**src/inc/cws_params.svh**
```systemverilog
// Constants of the complementary waveform block: register offsets,
// field positions, reset values and timing counts.
// Assumes inclusion by bare name wherever a constant is needed.
`ifndef CWS_PARAMS_SVH
`define CWS_PARAMS_SVH

// ----------------------------------------------------------------
// Register byte offsets
// ----------------------------------------------------------------
`define CWS_OFS_CONTROL0      8'h00
`define CWS_OFS_CONTROL1      8'h04
`define CWS_OFS_DATA_SEL      8'h08
`define CWS_OFS_AUTOSHUT0     8'h0C
`define CWS_OFS_AUTOSHUT1     8'h10
`define CWS_OFS_RISE_DB       8'h14
`define CWS_OFS_FALL_DB       8'h18
`define CWS_OFS_CLK_SEL       8'h1C
`define CWS_OFS_STATUS        8'h20

// ----------------------------------------------------------------
// Field positions
// ----------------------------------------------------------------
`define CWS_BIT_EN            7
`define CWS_BIT_SHUTDOWN      7
`define CWS_BIT_RESTART       6
`define CWS_BIT_OVR_BD        4
`define CWS_BIT_OVR_AC        2
`define CWS_BIT_STEER         4

// ----------------------------------------------------------------
// Mode codes and override codes
// ----------------------------------------------------------------
`define CWS_MODE_STEER_SYNC   3'h0
`define CWS_MODE_STEER_ASYNC  3'h1
`define CWS_MODE_FULL_FWD     3'h2
`define CWS_MODE_FULL_REV     3'h3
`define CWS_MODE_HALF_BRIDGE  3'h4
`define CWS_MODE_PUSH_PULL    3'h5
`define CWS_OVR_INACTIVE      2'h0
`define CWS_OVR_FLOAT         2'h1
`define CWS_OVR_LOW           2'h2
`define CWS_OVR_HIGH          2'h3

// ----------------------------------------------------------------
// Reset values and timing
// ----------------------------------------------------------------
`define CWS_RST_DB            6'h00
`define CWS_RST_SHUTDOWN      1'b1
`define CWS_CLK_MHZ           50
`define CWS_OSC_MHZ           16
`define CWS_OSC_DIV           (`CWS_CLK_MHZ / `CWS_OSC_MHZ)

`endif

```
**src/inc/cws_pkg.sv**
```systemverilog
// Types shared by the complementary waveform block.
// Assumes cws_params.svh is on the include path.
`include "cws_params.svh"

package cws_pkg;

  // ----------------------------------------------------------------
  // Output forming modes
  // ----------------------------------------------------------------
  typedef enum logic [2:0] {
    CWS_STEER_SYNC  = `CWS_MODE_STEER_SYNC,
    CWS_STEER_ASYNC = `CWS_MODE_STEER_ASYNC,
    CWS_FULL_FWD    = `CWS_MODE_FULL_FWD,
    CWS_FULL_REV    = `CWS_MODE_FULL_REV,
    CWS_HALF_BRIDGE = `CWS_MODE_HALF_BRIDGE,
    CWS_PUSH_PULL   = `CWS_MODE_PUSH_PULL
  } cws_mode_type;

  typedef logic [5:0] cws_count_type;
  typedef logic [3:0] cws_quad_type;

endpackage

```
**src/inc/cws_db_if.sv**
```systemverilog
// Carrier between the waveform core and one dead-band delay stage.
// Assumes a single clock shared by both ends.
`timescale 1ns/100ps
`default_nettype none

interface cws_db_if;
  import cws_pkg::*;
  logic          raw;
  cws_count_type rise_cnt;
  cws_count_type fall_cnt;
  logic          tick;
  logic          delayed;

  modport owner (output raw, rise_cnt, fall_cnt, tick, input delayed);
  modport delay (input raw, rise_cnt, fall_cnt, tick, output delayed);
endinterface // cws_db_if

`default_nettype wire

```
**src/cws_deadband.sv**
```systemverilog
// One dead-band delay stage: delays each edge of its input by the
// count for that edge direction, measured in module clock ticks.
// Assumes tick is a one-cycle enable pulse on pclk.
`timescale 1ns/100ps
`default_nettype none

module cws_deadband
  import cws_pkg::*;
(
  input  wire logic pclk,
  input  wire logic presetn,
  cws_db_if.delay   db
);
  import cws_pkg::*;

  typedef struct packed {
    logic          out;
    logic          pend;
    cws_count_type cnt;
  } cws_db_state_type;

  cws_db_state_type s_q;
  cws_db_state_type s_d;
  cws_count_type    sel;

  // ----------------------------------------------------------------
  // Edge delay: n counts give n to n+1 tick periods
  // ----------------------------------------------------------------
  always_comb begin
    s_d = s_q;
    sel = db.raw ? db.rise_cnt : db.fall_cnt;
    if (db.raw == s_q.out) begin
      s_d.pend = 1'b0;                      // Glitch shorter than delay
    end else if (!s_q.pend) begin
      if (sel == `CWS_RST_DB) begin
        s_d.out = db.raw;                   // see [RULE_16]
      end else begin
        s_d.cnt  = sel;                     // see [RULE_12]
        s_d.pend = 1'b1;
      end
    end else if (db.tick) begin
      if (s_q.cnt == `CWS_RST_DB) begin
        s_d.out  = db.raw;                  // see [RULE_16]
        s_d.pend = 1'b0;
      end else begin
        s_d.cnt = s_q.cnt - 6'h01;
      end
    end
  end

  // State register
  always_ff @(posedge pclk or negedge presetn) begin
    if (!presetn) begin
      s_q <= '0;
    end else begin
      s_q <= s_d;
    end
  end

  assign db.delayed = s_q.out;
endmodule // cws_deadband

`default_nettype wire

```
**src/cws_shutdown.sv**
```systemverilog
// Shutdown flag: set by enabled sources or software, cleared by
// software or by auto-restart once every enabled source is quiet.
// Assumes sources are synchronous to pclk and active high.
`timescale 1ns/100ps
`default_nettype none

module cws_shutdown
  import cws_pkg::*;
(
  input  wire logic         pclk,
  input  wire logic         presetn,
  input  wire cws_quad_type shut_src,
  input  wire cws_quad_type shut_en,
  input  wire logic         restart_en,
  input  wire logic         sw_wr,
  input  wire logic         sw_val,
  output logic              shut
);
  import cws_pkg::*;

  typedef struct packed {
    logic shut;
  } cws_sd_state_type;

  cws_sd_state_type s_q;
  cws_sd_state_type s_d;
  logic             trig;

  // ----------------------------------------------------------------
  // Flag update; a trigger always beats a clear in the same cycle
  // ----------------------------------------------------------------
  always_comb begin
    s_d  = s_q;
    trig = |(shut_src & shut_en);            // see [RULE_11]
    if (sw_wr) begin
      s_d.shut = sw_val;                     // see [RULE_15]
    end
    if (restart_en && !trig) begin
      s_d.shut = 1'b0;                       // see [RULE_10]
    end
    if (trig) begin
      s_d.shut = 1'b1;
    end
  end

  // Starts up in shutdown so overrides hold the pins first
  always_ff @(posedge pclk or negedge presetn) begin
    if (!presetn) begin
      s_q.shut <= `CWS_RST_SHUTDOWN;         // see [RULE_09]
    end else begin
      s_q <= s_d;
    end
  end

  assign shut = s_q.shut;
endmodule // cws_shutdown

`default_nettype wire

```
**src/cws_top.sv**
```systemverilog
// Complementary waveform generator with APB register access,
// steering and bridge modes, dead band and shutdown overrides.
// Assumes all inputs are synchronous to pclk; pin direction is
// controlled outside this block.
//
// Overview of operation
// [RULE_01] The generator keeps running while the processor sleeps if its sources run.
// [RULE_02] With the internal fast oscillator as module clock, dead band works in sleep.
// [RULE_03] Software first makes all generator pins inputs so they stay inactive.
// [RULE_04] Software clears the enable bit before changing the configuration.
// [RULE_05] A three-bit mode field in control register 0 picks the output scheme.
// [RULE_06] Per-output polarity bits in control register 1 invert each output.
// [RULE_07] A four-bit field in the data-select register picks the data input.
// [RULE_08] In steering modes per-output steer bits pick which outputs carry data.
// [RULE_09] Two two-bit override fields set shutdown states; startup is in shutdown.
// [RULE_10] An auto-restart bit lets the generator leave shutdown by itself.
// [RULE_11] Per-source enable bits pick which inputs may force a shutdown.
// [RULE_12] Separate rising and falling dead-band counts set each edge's delay.
// [RULE_13] A clock-select register picks the clock that drives dead-band counting.
// [RULE_14] After enabling, software makes the generator pins outputs.
// [RULE_15] Auto-restart clears shutdown by hardware, else software clears it.
// [RULE_16] The falling count is six bits, n gives n to n+1 periods, zero bypasses.
// [RULE_17] In shutdown each output holds its override state whatever the data.
//
// Local design decisions: register access over APB and the placing of the registers.
`timescale 1ns/100ps
`default_nettype none

module cws_top
  import cws_pkg::*;
#(
  parameter int NUM_SRC = 16,
  parameter int OSC_DIV = `CWS_OSC_DIV
) (
  input  wire logic               pclk,
  input  wire logic               presetn,
  input  wire logic               psel,
  input  wire logic               penable,
  input  wire logic               pwrite,
  input  wire logic [7:0]         paddr,
  input  wire logic [31:0]        pwdata,
  output logic [31:0]             prdata,
  output logic                    pready,
  output logic                    pslverr,
  input  wire logic [NUM_SRC-1:0] data_src,
  input  wire cws_quad_type       shut_src,
  input  wire logic               cpu_sleep,
  output cws_quad_type            pin_out,
  output cws_quad_type            pin_oe
);
  import cws_pkg::*;

  // ----------------------------------------------------------------
  // Elaboration checks
  // ----------------------------------------------------------------
  generate
    if (NUM_SRC < 1 || NUM_SRC > 16) begin : g_bad_src
      $error("NUM_SRC must lie in 1 to 16");
    end
    if (OSC_DIV < 1 || OSC_DIV > 255) begin : g_bad_div
      $error("OSC_DIV must lie in 1 to 255");
    end
  endgenerate

  // ----------------------------------------------------------------
  // State
  // ----------------------------------------------------------------
  typedef struct packed {
    logic         en;
    cws_mode_type mode;
    cws_quad_type pol;
    cws_quad_type dsel;
    cws_quad_type steer;
    logic [1:0]   ovr_bd;
    logic [1:0]   ovr_ac;
    logic         restart_en;
    cws_quad_type shut_en;
    cws_count_type dbr;
    cws_count_type dbf;
    logic         clk_sel;
    logic [7:0]   div_cnt;
    logic         osc_tick;
    logic         data_prev;
    cws_quad_type steer_eff;
    logic         pp_phase;
    cws_quad_type pin_out;
    cws_quad_type pin_oe;
    logic         pready;
    logic         pslverr;
    logic [31:0]  prdata;
  } cws_state_type;

  cws_state_type s_q;
  cws_state_type s_d;

  logic         shut;
  logic         sd_wr;
  logic         data;
  logic         tick;
  logic         wr_go;
  logic         mapped;
  logic [31:0]  rd_val;
  cws_quad_type wave;
  logic [1:0]   ovr_i;
  logic [1:0]   ov;

  cws_db_if db [2] ();

  // ----------------------------------------------------------------
  // Functions
  // ----------------------------------------------------------------
  // Override decode to {enable, level}; inactive means the
  // polarity-adjusted idle level
  function automatic logic [1:0] ovr_pin(input logic [1:0] code,
                                         input logic       pol);
    unique case (code)
      `CWS_OVR_INACTIVE: ovr_pin = {1'b1, pol};
      `CWS_OVR_FLOAT:    ovr_pin = {1'b0, pol};
      `CWS_OVR_LOW:      ovr_pin = 2'h2;
      `CWS_OVR_HIGH:     ovr_pin = 2'h3;
    endcase
  endfunction

  // Address decode, used by both read and write paths
  function automatic logic addr_ok(input logic [7:0] a);
    unique case (a)
      `CWS_OFS_CONTROL0, `CWS_OFS_CONTROL1, `CWS_OFS_DATA_SEL,
      `CWS_OFS_AUTOSHUT0, `CWS_OFS_AUTOSHUT1, `CWS_OFS_RISE_DB,
      `CWS_OFS_FALL_DB, `CWS_OFS_CLK_SEL, `CWS_OFS_STATUS:
        addr_ok = 1'b1;
      default: addr_ok = 1'b0;
    endcase
  endfunction

  // ----------------------------------------------------------------
  // Shutdown flag and dead-band stages
  // ----------------------------------------------------------------
  assign sd_wr = wr_go && (paddr == `CWS_OFS_AUTOSHUT0);

  cws_shutdown u_shutdown (
    .pclk       (pclk),
    .presetn    (presetn),
    .shut_src   (shut_src),
    .shut_en    (s_q.shut_en),
    .restart_en (s_q.restart_en),
    .sw_wr      (sd_wr),
    .sw_val     (pwdata[`CWS_BIT_SHUTDOWN]),
    .shut       (shut)
  );

  // Stage 0 delays the rising edge of the true side, stage 1 the
  // rising edge of the complement; falling edges pass at once
  assign db[0].raw      = data;
  assign db[0].rise_cnt = s_q.dbr;                   // see [RULE_12]
  assign db[1].raw      = ~data;
  assign db[1].rise_cnt = s_q.dbf;                   // see [RULE_16]

  generate
    for (genvar g = 0; g < 2; g++) begin : g_db
      assign db[g].fall_cnt = `CWS_RST_DB;
      assign db[g].tick     = tick;
      cws_deadband u_db (
        .pclk    (pclk),
        .presetn (presetn),
        .db      (db[g])
      );
    end
  endgenerate

  // ----------------------------------------------------------------
  // Data select and module clock tick
  // ----------------------------------------------------------------
  // Unconnected selections read as low
  assign data = (32'(s_q.dsel) < NUM_SRC) ?
                data_src[s_q.dsel] : 1'b0;           // see [RULE_07]

  // The system clock stops in sleep, the fast oscillator does not
  assign tick = s_q.clk_sel ? s_q.osc_tick
                            : ~cpu_sleep;  // see [RULE_13] [RULE_02]

  // ----------------------------------------------------------------
  // Register read mux
  // ----------------------------------------------------------------
  always_comb begin
    rd_val = 32'h00000000;
    unique case (paddr)
      `CWS_OFS_CONTROL0: rd_val = {24'h000000, s_q.en, 4'h0, s_q.mode};
      `CWS_OFS_CONTROL1: rd_val = {28'h0000000, s_q.pol};
      `CWS_OFS_DATA_SEL: rd_val = {28'h0000000, s_q.dsel};
      `CWS_OFS_AUTOSHUT0: rd_val = {24'h000000, shut, s_q.restart_en,
                                    s_q.ovr_bd, s_q.ovr_ac, 2'h0};
      `CWS_OFS_AUTOSHUT1: rd_val = {24'h000000, s_q.steer, s_q.shut_en};
      `CWS_OFS_RISE_DB:  rd_val = {26'h0000000, s_q.dbr};
      `CWS_OFS_FALL_DB:  rd_val = {26'h0000000, s_q.dbf};
      `CWS_OFS_CLK_SEL:  rd_val = {31'h00000000, s_q.clk_sel};
      `CWS_OFS_STATUS:   rd_val = {22'h000000, data, shut,
                                   s_q.pin_oe, s_q.pin_out};
      default:           rd_val = 32'h00000000;
    endcase
  end

  assign mapped = addr_ok(paddr);
  assign wr_go  = psel && penable && s_q.pready && pwrite && mapped;

  // ----------------------------------------------------------------
  // Next-state logic
  // ----------------------------------------------------------------
  always_comb begin
    s_d  = s_q;
    wave = 4'h0;
    ov   = 2'h0;

    // APB answers one cycle into the access phase
    s_d.pready  = psel && penable && !s_q.pready;
    s_d.pslverr = psel && penable && !s_q.pready && !mapped;
    if (psel && penable && !s_q.pready) begin
      s_d.prdata = mapped ? rd_val : 32'h00000000;
    end

    // Register writes
    if (wr_go) begin
      unique case (paddr)
        `CWS_OFS_CONTROL0: begin
          s_d.en   = pwdata[`CWS_BIT_EN];
          s_d.mode = cws_mode_type'(pwdata[2:0]);   // see [RULE_05]
        end
        `CWS_OFS_CONTROL1: s_d.pol = pwdata[3:0];   // see [RULE_06]
        `CWS_OFS_DATA_SEL: s_d.dsel = pwdata[3:0];  // see [RULE_07]
        `CWS_OFS_AUTOSHUT0: begin
          s_d.restart_en = pwdata[`CWS_BIT_RESTART]; // see [RULE_10]
          s_d.ovr_bd = pwdata[`CWS_BIT_OVR_BD +: 2]; // see [RULE_09]
          s_d.ovr_ac = pwdata[`CWS_BIT_OVR_AC +: 2];
        end
        `CWS_OFS_AUTOSHUT1: begin
          s_d.shut_en = pwdata[3:0];                 // see [RULE_11]
          s_d.steer   = pwdata[`CWS_BIT_STEER +: 4]; // see [RULE_08]
        end
        `CWS_OFS_RISE_DB:  s_d.dbr = pwdata[5:0];   // see [RULE_12]
        `CWS_OFS_FALL_DB:  s_d.dbf = pwdata[5:0];   // see [RULE_16]
        `CWS_OFS_CLK_SEL:  s_d.clk_sel = pwdata[0]; // see [RULE_13]
        default: ;
      endcase
    end

    // Fast oscillator divider; free-running, so sleep does not stop it
    s_d.osc_tick = 1'b0;
    if (s_q.div_cnt == 8'(OSC_DIV - 1)) begin
      s_d.div_cnt  = 8'h00;
      s_d.osc_tick = 1'b1;                           // see [RULE_02]
    end else begin
      s_d.div_cnt = s_q.div_cnt + 8'h01;
    end

    // Data edge tracking runs from pclk alone, so sleep is harmless
    s_d.data_prev = data;                            // see [RULE_01]
    if (data && !s_q.data_prev) begin
      s_d.steer_eff = s_q.steer;     // Sync steering waits for an edge
      s_d.pp_phase  = ~s_q.pp_phase;
    end

    // Output forming per mode
    unique case (s_q.mode)
      CWS_STEER_SYNC:  wave = {4{data}} & s_d.steer_eff; // see [RULE_08]
      CWS_STEER_ASYNC: wave = {4{data}} & s_q.steer;     // see [RULE_08]
      CWS_FULL_FWD:    wave = {data, 2'b00, 1'b1};
      CWS_FULL_REV:    wave = {2'b01, data, 1'b0};
      CWS_HALF_BRIDGE: wave = {db[1].delayed, db[0].delayed,
                               db[1].delayed, db[0].delayed};
      CWS_PUSH_PULL:   wave = {2'b00, data & s_d.pp_phase,
                               data & ~s_d.pp_phase};
      default:         wave = 4'h0;
    endcase

    // Pin stage: disabled is idle, shutdown forces overrides
    for (int i = 0; i < 4; i++) begin
      ovr_i = i[0] ? s_q.ovr_bd : s_q.ovr_ac;
      ov    = ovr_pin(ovr_i, s_q.pol[i]);
      if (!s_q.en) begin
        s_d.pin_out[i] = s_q.pol[i];
        s_d.pin_oe[i]  = 1'b1;
      end else if (shut) begin
        s_d.pin_out[i] = ov[0];                      // see [RULE_17]
        s_d.pin_oe[i]  = ov[1];                      // see [RULE_09]
      end else begin
        s_d.pin_out[i] = wave[i] ^ s_q.pol[i];       // see [RULE_06]
        s_d.pin_oe[i]  = 1'b1;
      end
    end
  end

  // ----------------------------------------------------------------
  // State register
  // ----------------------------------------------------------------
  always_ff @(posedge pclk or negedge presetn) begin
    if (!presetn) begin
      s_q      <= '0;
      s_q.mode <= CWS_STEER_SYNC;
      s_q.dbr  <= `CWS_RST_DB;
      s_q.dbf  <= `CWS_RST_DB;
    end else begin
      s_q <= s_d;
    end
  end

  // Outputs straight from flip-flops
  assign prdata  = s_q.prdata;
  assign pready  = s_q.pready;
  assign pslverr = s_q.pslverr;
  assign pin_out = s_q.pin_out;
  assign pin_oe  = s_q.pin_oe;
endmodule // cws_top

`default_nettype wire

```
**config.mk**
```make
export PLATFORM = sky130hd
export DESIGN_NAME = cws_top
export DESIGN_NICKNAME = d
export VERILOG_FILES = /design/src/inc/cws_pkg.sv /design/src/inc/cws_db_if.sv /design/src/cws_deadband.sv /design/src/cws_shutdown.sv /design/src/cws_top.sv
export VERILOG_INCLUDE_DIRS = /design/src /design/src/inc
export SDC_FILE = /design/constraint.sdc
export NUM_CORES = 1
export LEC_CHECK = 0
export BUFFER_PORTS_ARGS = -buffer_cell sky130_fd_sc_hd__clkbuf_2
export CAP_MARGIN = 20
export CELL_PAD_IN_SITES_DETAIL_PLACEMENT = 1
export CELL_PAD_IN_SITES_GLOBAL_PLACEMENT = 1
export CORE_ASPECT_RATIO = 0.6
export CORE_MARGIN = 8
export CORE_UTILIZATION = 42
export CTS_CLUSTER_SIZE = 16
export DETAILED_ROUTE_END_ITERATION = 7
export HOLD_SLACK_MARGIN = 0.15
export PLACE_DENSITY_LB_ADDON = 0.1
export SYNTH_ARGS = -nofsm -noshare
export SYNTH_HDL_FRONTEND = slang
export SYNTH_SLANG_ARGS = --single-unit
export TNS_END_PERCENT = 30
```
**constraint.sdc**
```tcl
create_clock -name pclk -period 3.46 [get_ports pclk]
set_clock_uncertainty 0.15 [all_clocks]
set_input_delay 0.519 -clock pclk [delete_from_list [all_inputs] [get_ports pclk]]
set_output_delay 0.519 -clock pclk [all_outputs]
set_load 0.005 [all_outputs]
```
== Word-level counts from Yosys, hierarchy flattened ==
Index checks and enable logic that the tools add are counted.
Operators by class
  $add $sub $neg: 3
  magnitude comparators: 1
  equality and inequality tests: 30
  multiplexer cells: 49
  bitwise gates (word level): 15
  reduce and logical (&&, ||, !) cells: 38
Operator list (count)
  one-hot mux 10 bit (9 select lines): 1
  2-to-1 mux 8 bit: 5
  equality test 8 x 5 -> 1 bit, second input constant: 4
  2-to-1 mux 32 bit: 1
  one-hot mux 2 bit (4 select lines): 4
  2-to-1 mux 1 bit: 27
  logical NOT 6 bit: 4
  2-to-1 mux 6 bit: 4
  one-hot mux 4 bit (6 select lines): 1
  equality test 8 x 4 -> 1 bit, second input constant: 2
  AND reduction 2 bit: 8
  AND reduction 4 bit: 4
  2-to-1 mux 7 bit: 2
  AND 4 bit: 3
  inequality test 2 bit, second input constant: 6
  subtractor 6 x 1 -> 6 bit, second input constant: 2
  logical AND 1 bit: 9
  OR reduction 9 bit: 1
  adder 8 x 1 -> 8 bit, second input constant: 1
  equality test 2 bit, second input constant: 4
  equality test 8 x 2 -> 1 bit, second input constant: 1
  equality test 8 x 3 -> 1 bit, second input constant: 1
  equality test 8 x 6 -> 1 bit, second input constant: 1
  logical NOT 8 bit: 1
  other kinds (19): 39
Word-level totals
  register bits after elaboration: 112
  bits of input ports: 66

== Depth between registers and ports, before layout ==
Gate-level depths: netlist of the first run.
  depth in word-level cells: 10
  gate-level depth with buffers: 9

== Cells and area by module ==
From an unflattened synthesis of the first run, not the netlist that was laid out.
Second synthesis, totals
  cells, all modules: 532
  area total of the unflattened synthesis: 5429.0 um^2
By module, submodules not included
  cws_top: instances 1, cells each 375, area an instance 3921.3 um^2, sequential area each 1776.7 um^2
  cws_deadband: instances 2, cells each 76, area an instance 719.4 um^2, sequential area each 200.2 um^2
  cws_shutdown: instances 1, cells each 5, area an instance 68.8 um^2, sequential area each 26.3 um^2

== Worst setup path before layout of the first run ==
OpenSTA, ideal clock, no wires.
  path kind: register to register
  from: register g_db[1].u_db.s_q[6] (netlist bit)
  to: register g_db[1].u_db.s_q[3] (netlist bit)
  arrival: 2179 ps
  path slack: 1004 ps
  cell stages (with the launch flop): 8
  clock period less this slack: 2456 ps
  cell sequence: dfrtp_1 -> clkbuf_1 -> or4_1 -> o41ai_1 -> nor3_2 -> a21oi_2 -> a21oi_2 -> mux2_1
On the way
  cells in the longest elaborated chain, start to end: 2
  elaborated cells between the ends (all ways): 5
  classes of those cells: eq/ne (3); mux (1); reduce/logical (1)
RTL lines
  from (decl): RTL line cws_deadband.sv:22  | cws_db_state_type s_q;
  from (signal assigned): RTL line cws_deadband.sv:54  | s_q <= '0;
  from (signal assigned): RTL line cws_deadband.sv:56  | s_q <= s_d;
  inequality test 2 x 1 -> 1 bit (no line) / inequality test 2 bit (equally long branches)
  AND reduction 4 bit (no line)
Parallel ways exist; a longest one is shown, timed or not.
A chain may end at the register's enable or synchronous reset.

== Worst setup path in the final report of the first run ==
  from: register s_q[83] (netlist bit)
  to: register g_db[0].u_db.s_q[3] (netlist bit)
On the way
  cells in the longest elaborated chain, start to end: 6
  elaborated cells between the ends (all ways): 10
  classes of those cells: eq/ne (2); mux (5); bitwise (1); reduce/logical (2)
RTL lines
  from (decl): RTL line cws_top.sv:93  | cws_state_type s_q;
  binary-select mux 1 bit (select 4 bit) *: RTL line cws_top.sv:175  | data_src[s_q.dsel] : 1'b0;
  2-to-1 mux 1 bit (not written as such) *: RTL line cws_top.sv:175
  2-to-1 mux 6 bit: RTL line cws_deadband.sv:31  | sel = db.raw ? db.rise_cnt : db.fall_cnt;
  logical NOT 6 bit (no line)
  inequality test 2 x 1 -> 1 bit (no line)
  AND reduction 4 bit (no line)
  to (signal assigned): RTL line cws_deadband.sv:54
  to (signal assigned): RTL line cws_deadband.sv:56
  to (decl): RTL line cws_deadband.sv:22
Mark *: on every way between the ends. The rest lies on a longest branch, timed or not. The select of a mux whose other input is x is not followed.

==> results of run 1 <==
## how the worst min path moves through the flow
| stage | startpoint | to | slack, ps | cells past startpoint |
|---|---|---|---|---|
| floorplan | presetn | db[0].rise_cnt[0] | 70 | 0 |
| global placement | prdata[8] | prdata[8] | 310 | 2 |
| detailed placement | prdata[8] | prdata[8] | 310 | 2 |
| CTS | presetn | g_db[0].u_db.s_q[5] | 200 | 1 |
| global route | presetn | g_db[0].u_db.s_q[4] | 220 | 1 |
| finish | presetn | g_db[0].u_db.s_q[4] | 140 | 1 |
## worst reg2reg max path: cells and delay by family, from the launching register on
| family | cells | cell delay (ps) |
|---|---|---|
| mux | 3 | 910 |
| compound gates | 3 | 690 |
| flops | 1 | 540 |
| xor+xnor | 1 | 320 |
| buf+inv | 1 | 240 |
## through the flow
step / total power, mW / util / area (µm²) / setup slack, ps / cells
5_1_grt: 2.48 / 0.471 / 5570 / 307 / 685
3_3_place_gp: 1.33 / 0.444 / 5250 / 608 / 669
3_5_place_dp: 1.34 / 0.444 / 5250 / 539 / 669
6_report: 2.38 / 0.471 / 5570 / 503 / 685
4_1_cts: 2.41 / 0.471 / 5570 / 515 / 685
2_1_floorplan: 1.26 / - / 5080 / 1000 / 499
## where the power goes
group | switching (mW) | total, mW | internal, mW
Sequential | 0.0385 | 1.10 | 1.06
Clock | 0.408 | 1.06 | 0.652
Combinational | 0.134 | 0.226 | 0.0915
Total | 0.580 | 2.38 | 1.80
## cell families (layout without fill, tap and decap cells)
| kind of cell | after synthesis | in the layout |
|---|---|---|
| other cells | 1 | 22 |
| xor+xnor | 13 | 13 |
| flops | 88 | 88 |
| mux | 68 | 68 |
| buf+inv | 74 | 95 |
| fa+ha+maj | 6 | 6 |
| compound gates | 94 | 94 |
| simple gates | 134 | 134 |
## registers in the layout (all words and copies together), names as in the netlist
signal	flops
s_q	39
u_shutdown.shut	1
pin_out	4
pslverr	1
ovr_i	2
pready	1
g_db.u_db.db.delayed	2
g_db.u_db.s_q	14
pin_oe	2
db.rise_cnt	12
prdata	10
## placed cells by master, fill, tap and decap left out, drive strengths merged, types with 13 or more instances in the layout
cell type and instances:
clkbuf 71, o21ai 24, conb 22, mux2i 13
nand3 14, nand2 46, a21oi 15, mux2 49
nor2 25, dfrtp 87
## area by class of cell
type,count,area [µm²],area share
Clock buffer,11,243,0.0436
Multi-Input combinational cell,337,2440,0.438
Timing Repair Buffer,67,353,0.0633
Inverter,12,45.0,0.00809
Sequential cell,88,2200,0.396
Clock inverter,5,80.1,0.0144
Tap cell,165,206,0.0371
## metal layers
metal,track usage,wire length [µm],vias up
met1,0.284,7590,1940
met4,0.0397,149,0
met2,0.265,5860,92
li1,-,-,1759
met3,0.0402,741,14
met5,0,0,-
==> results.txt, run 1 <==
Post-synth EDFFs -> 0
clk slew on worst S/H paths -> 60 ps
FF-to-FF setup slack -> 500 ps
antenna cell count -> 0
row cnt -> 31
Synth Area in Compound Gates -> 0.136
top cells by count, synth -> dfrtp_1 (87), nand2_1 (46), buf_4 (41)
Cell Area, Synth -> 5000 µm²
outcome -> finished, final reports clean
CTS Buffer Depth -> 2
post-cts resize count -> 0
main combinational cell family by area after synthesis -> multiplexers
share of the synthesized area in the top cell type -> 0.436
WP data required -> 3530 ps
worst relative slew slack -> 0.382
CP startpoint kind -> register
Reg-to-Reg Start -> s_q[83]
largest area contributor in the synthesized netlist -> dfrtp_1
critical path's slowest cell -> mux4_2
initial DRC count -> 212
CTS tree -> done
first-pass GRT wire length -> 22.9 mm
fin crit period -> 2960 ps
CP max stage delay -> 560 ps
VDD IR max -> 0.000268 V
# port buffers -> 61
chip height -> 101 µm
kind of path behind the tightest hold check -> input port to asynchronous set/reset pin
setup TNS -> 0 ps
Max-cap violations -> 0
postcts setup bufs -> 0
Die ar. -> 15800 µm²
dpl hpwl -> 10.8 mm
WHS -> 137 ps
Wirelength per Cell -> 20.9 µm
CTS H-tree depth -> 3
Yosys reg bits -> 88
Fin. Hold Viols -> 0
CP startpoint -> s_q[83]
post-cts hold buffer count -> 0
# setup viols final -> 0
WP buf/inv -> 1
filler instances -> 1315
Synth-to-Final Area Change -> 11.4%
Netlist cell types -> 65
crit path max fanout -> 13
Nets -> 587
Mapped Cells -> 478
Arrival @ worst endpoint -> 3030 ps
number of buffers created by CTS -> 9
crit path to -> g_db[0].u_db.s_q[3]
YS warnings -> 0
FFs w/ async S/R, synth -> 1.00
simple-gate portion of the synthesized area -> 0.133
share of cells above drive strength 1 -> 0.260
routed vias -> 3805
Final Wtd Congestion -> 0.818
RR Endpoint -> g_db[0].u_db.s_q[3]
Die Wd -> 157 µm
xor and xnor area share after synthesis -> 0.0228
most common cell in the netlist -> dfrtp_1
vias in the first global route -> 4001
Post-route DRC -> 0
Static Leakage -> 2.64 nW
initial antenna violation count -> 0
Synth Flop Type -> dfrtp_1
RSZ-0062 raised after global routing -> false
number of stages on the worst setup path -> 8
Total GRT Usage -> 0.187
pwr/cell area -> 428 nW/µm²
worst-margin pin slew -> 926 ps
largest net degree at the start of global routing -> 70
period utilisation layout -> 0.855
clock latency on the worst-skew pair -> 340 ps
core footprint -> 11800 µm²
Avg Cell Area, Syn -> 10.5 µm²
Crit. End Element -> register
Slew Limit Fails -> 0
maximum clock rate -> 338 MHz
Clock Sinks -> 88
Ports -> 108
initial core utilization -> 0.423
drt first pass iters -> 6
sequential area share after synthesis -> 0.441
detail-routed via count per cell -> 5.55
main area contributors after synthesis -> dfrtp_1 (44%), mux2_2 (8.1%), buf_4 (6.2%)
CP Cell Sequence -> mux4_2 > mux2i_1 > mux2i_2 > buf_4 > xnor2_1 > a2bb2oi_4 > a21oi_2 > o22a_1
Root Driver -> clkbuf_16
global route total overflow -> 0
mux contribution to synthesized area -> 0.164
Crit Path Class -> register to register
depth of the most critical reg-to-reg path -> 8
ANT nets after route -> 0
Post-Route WL -> 14.3 mm
kind of cell with the highest combined delay on the critical path -> multiplexers
Synth Area in Adders -> 0.0150
(Power assumes the default switching activity.)
==> inputs of run 2 (changes only) <==
- PLACE_DENSITY_LB_ADDON: 0.1 -> 0.3
==> run 2 against run 1 <==
Global-route usage shrank 0.12 points. Final cell count grew 0.15%. Routed wire length shrank 1.2%. Highest routed layer unchanged. Largest cell class unchanged. Total power grew 0.20%. Register-to-register slack lost 260 ps.
==> results.txt, run 2 (synthesis gave the netlist of run 1 again) <==
post-cts resize count -> 0 (unchanged)
CTS tree -> done
largest net degree at the start of global routing -> 72 (+2.9%)
kind of path behind the tightest hold check -> input port to asynchronous set/reset pin
Arrival @ worst endpoint -> 3340 ps (+310 ps)
Die ar. -> 15800 µm² (unchanged)
Root Driver -> clkbuf_16
Largest register FFs -> 39 (unchanged)
number of buffers created by CTS -> 9 (unchanged)
antenna cell count -> 0 (unchanged)
CP Cell Sequence -> mux4_2 > mux2i_1 > mux2i_2 > nor2b_1 > a2bb2oi_4 > a21oi_2 > o22a_1
CTS H-tree depth -> 3 (unchanged)
Nets -> 588 (+0.17%)
CP max stage delay -> 700 ps (+140 ps)
most frequent cells in the layout -> dfrtp_1 (87), clkbuf_2 (60), nand2_1 (46)
P_int -> 1.79 mW (-0.75%)
Switching Power -> 0.598 mW (+3.1%)
initial DRC count -> 271 (+28%)
CTS Buffer Depth -> 2 (unchanged)
global route total overflow -> 0 (unchanged)
Max-cap violations -> 0 (unchanged)
Total GRT Usage -> 0.186 (-0.00122)
pwr/cell area -> 428 nW/µm² (about the same)
Crit. End Element -> register
Synth-to-Final Area Change -> 11.6%
Cell Area, Placed -> 5260 µm² (+0.14%)
worst relative slew slack -> 0.380 (-0.00260)
Comb pwr share -> 0.096 (about the same)
drt first pass iters -> 4 (-2)
clk slew on worst S/H paths -> 60 ps (about the same)
core footprint -> 11800 µm² (unchanged)
initial antenna violation count -> 0 (unchanged)
Sw Ratio -> 0.251 (+0.00716)
initial core utilization -> 0.423 (unchanged)
RSZ-0062 raised after global routing -> false
VDD IR max -> 0.000260 V (-3.0%)
Clock Sinks -> 88 (unchanged)
first-pass GRT wire length -> 22.8 mm (-0.57%)
critical path's slowest cell -> mux2i_2
share of cells above drive strength 1 -> 0.261 (+0.00142)
crit path max fanout -> 13 (unchanged)
# port buffers -> 61 (unchanged)
Static Leakage -> 2.64 nW (about the same)
Wirelength per Cell -> 20.6 µm (-1.4%)
Slew Limit Fails -> 0 (unchanged)
clock network power share -> 0.444 (about the same)
clock latency on the worst-skew pair -> 340 ps (about the same)
setup TNS -> 0 ps (unchanged)
worst-margin pin slew -> 930 ps (+3.90 ps)
routed vias -> 3884 (+2.1%)
post-route design area -> 5580 µm² (+0.11%)
fin crit period -> 3220 ps (+260 ps)
WP data required -> 3580 ps (+50 ps)
Fin. Hold Viols -> 0 (unchanged)
filler instances -> 1336 (+1.6%)
Ports -> 108 (unchanged)
detail-routed via count per cell -> 5.66 (+1.9%)
ANT nets after route -> 0 (unchanged)
Biggest register -> s_q
Die Wd -> 157 µm (unchanged)
most common cell after layout, fill and taps aside -> dfrtp_1
Crit Path Class -> register to register
Final Wtd Congestion -> 0.861 (+5.2%)
row cnt -> 31 (unchanged)
Post-Route WL -> 14.2 mm (-1.2%)
dpl hpwl -> 10.8 mm (+0.25%)
postcts setup bufs -> 0 (unchanged)
maximum clock rate -> 311 MHz (-8.1%)
chip height -> 101 µm (unchanged)
Post-route DRC -> 0 (unchanged)
vias in the first global route -> 4007 (+0.15%)
period utilisation layout -> 0.930 (+0.0752)
CP startpoint kind -> register
post-cts hold buffer count -> 0 (unchanged)
# setup viols final -> 0 (unchanged)
sequential share of power -> 0.460 (about the same)
outcome -> finished, final reports clean
-- run 2: changes by cell type in the layout (fill, tap and decap cells not counted) --
cell | before | now
clkinv_4 | 0 | 1
inv_6 | 0 | 1
clkbuf_8 | 1 | 0
clkinv_2 | 1 | 0
buf_4 | 7 | 8
-- run 2: through the flow --
step / setup WS, ps / instances / total power [mW] / hold slack [ps] / utilization
3_3_place_gp: 405 / 670 / 1.33 / 311 / 0.444
2_1_floorplan: 1000 / 499 / 1.26 / 73.4 / -
6_report: 243 / 686 / 2.39 / 160 / 0.471
3_5_place_dp: 290 / 670 / 1.34 / 319 / 0.444
5_1_grt: 88.1 / 686 / 2.48 / 241 / 0.471
4_1_cts: 260 / 686 / 2.41 / 197 / 0.471
-- run 2: critical path, delay by kind of cell, from the launching register on --
family           cells  cell delay (ps)
AO/OA/AOI/OAI        3              680
flip-flops           1              500
AND/OR/NAND/NOR      1              630
multiplexers         3             1180
-- run 2: area by class of cell --
| cell class | instances | area (µm²) | area share |
|---|---|---|---|
| inverter | 12 | 45.0 | 0.00808 |
| clock inverter | 6 | 92.6 | 0.0166 |
| clock buffer | 10 | 229 | 0.0411 |
| multi-input combinational | 337 | 2440 | 0.438 |
| sequential | 88 | 2200 | 0.395 |
| tap | 165 | 206 | 0.0370 |
| timing repair buffer | 68 | 360 | 0.0646 |
-- run 2: routing by layer --
layer,GRT usage,vias to the layer above,part of all wire
met3,0.0527,6,0.085
met5,0,-,0
li1,-,1764,-
met2,0.270,115,0.43
met4,0.0309,0,0.0044
met1,0.273,1999,0.48
-- run 2: power groups by stage --
stage | sequential, mW | combinational, mW | clock, mW
2_1_floorplan | 1.11 | 0.158 | 0
3_3_place_gp | 1.11 | 0.219 | 0
3_5_place_dp | 1.12 | 0.227 | 0
4_1_cts | 1.10 | 0.230 | 1.08
5_1_grt | 1.10 | 0.257 | 1.12
6_report | 1.10 | 0.229 | 1.06
-- run 2: worst paths after layout --
kind	startpoint	to	slack [ps]	cells after the start
setup reg to reg	s_q[83]	g_db[0].u_db.s_q[2]	240	7
setup / recovery	s_q[83]	g_db[0].u_db.s_q[2]	240	7
hold reg to reg	prdata[6]	prdata[6]	330	1
min in group pclk	pwdata[6]	s_q[74]	280	2
max in group asynchronous	presetn	s_q[48]	2290	2
hold / removal	presetn	prdata[3]	160	1
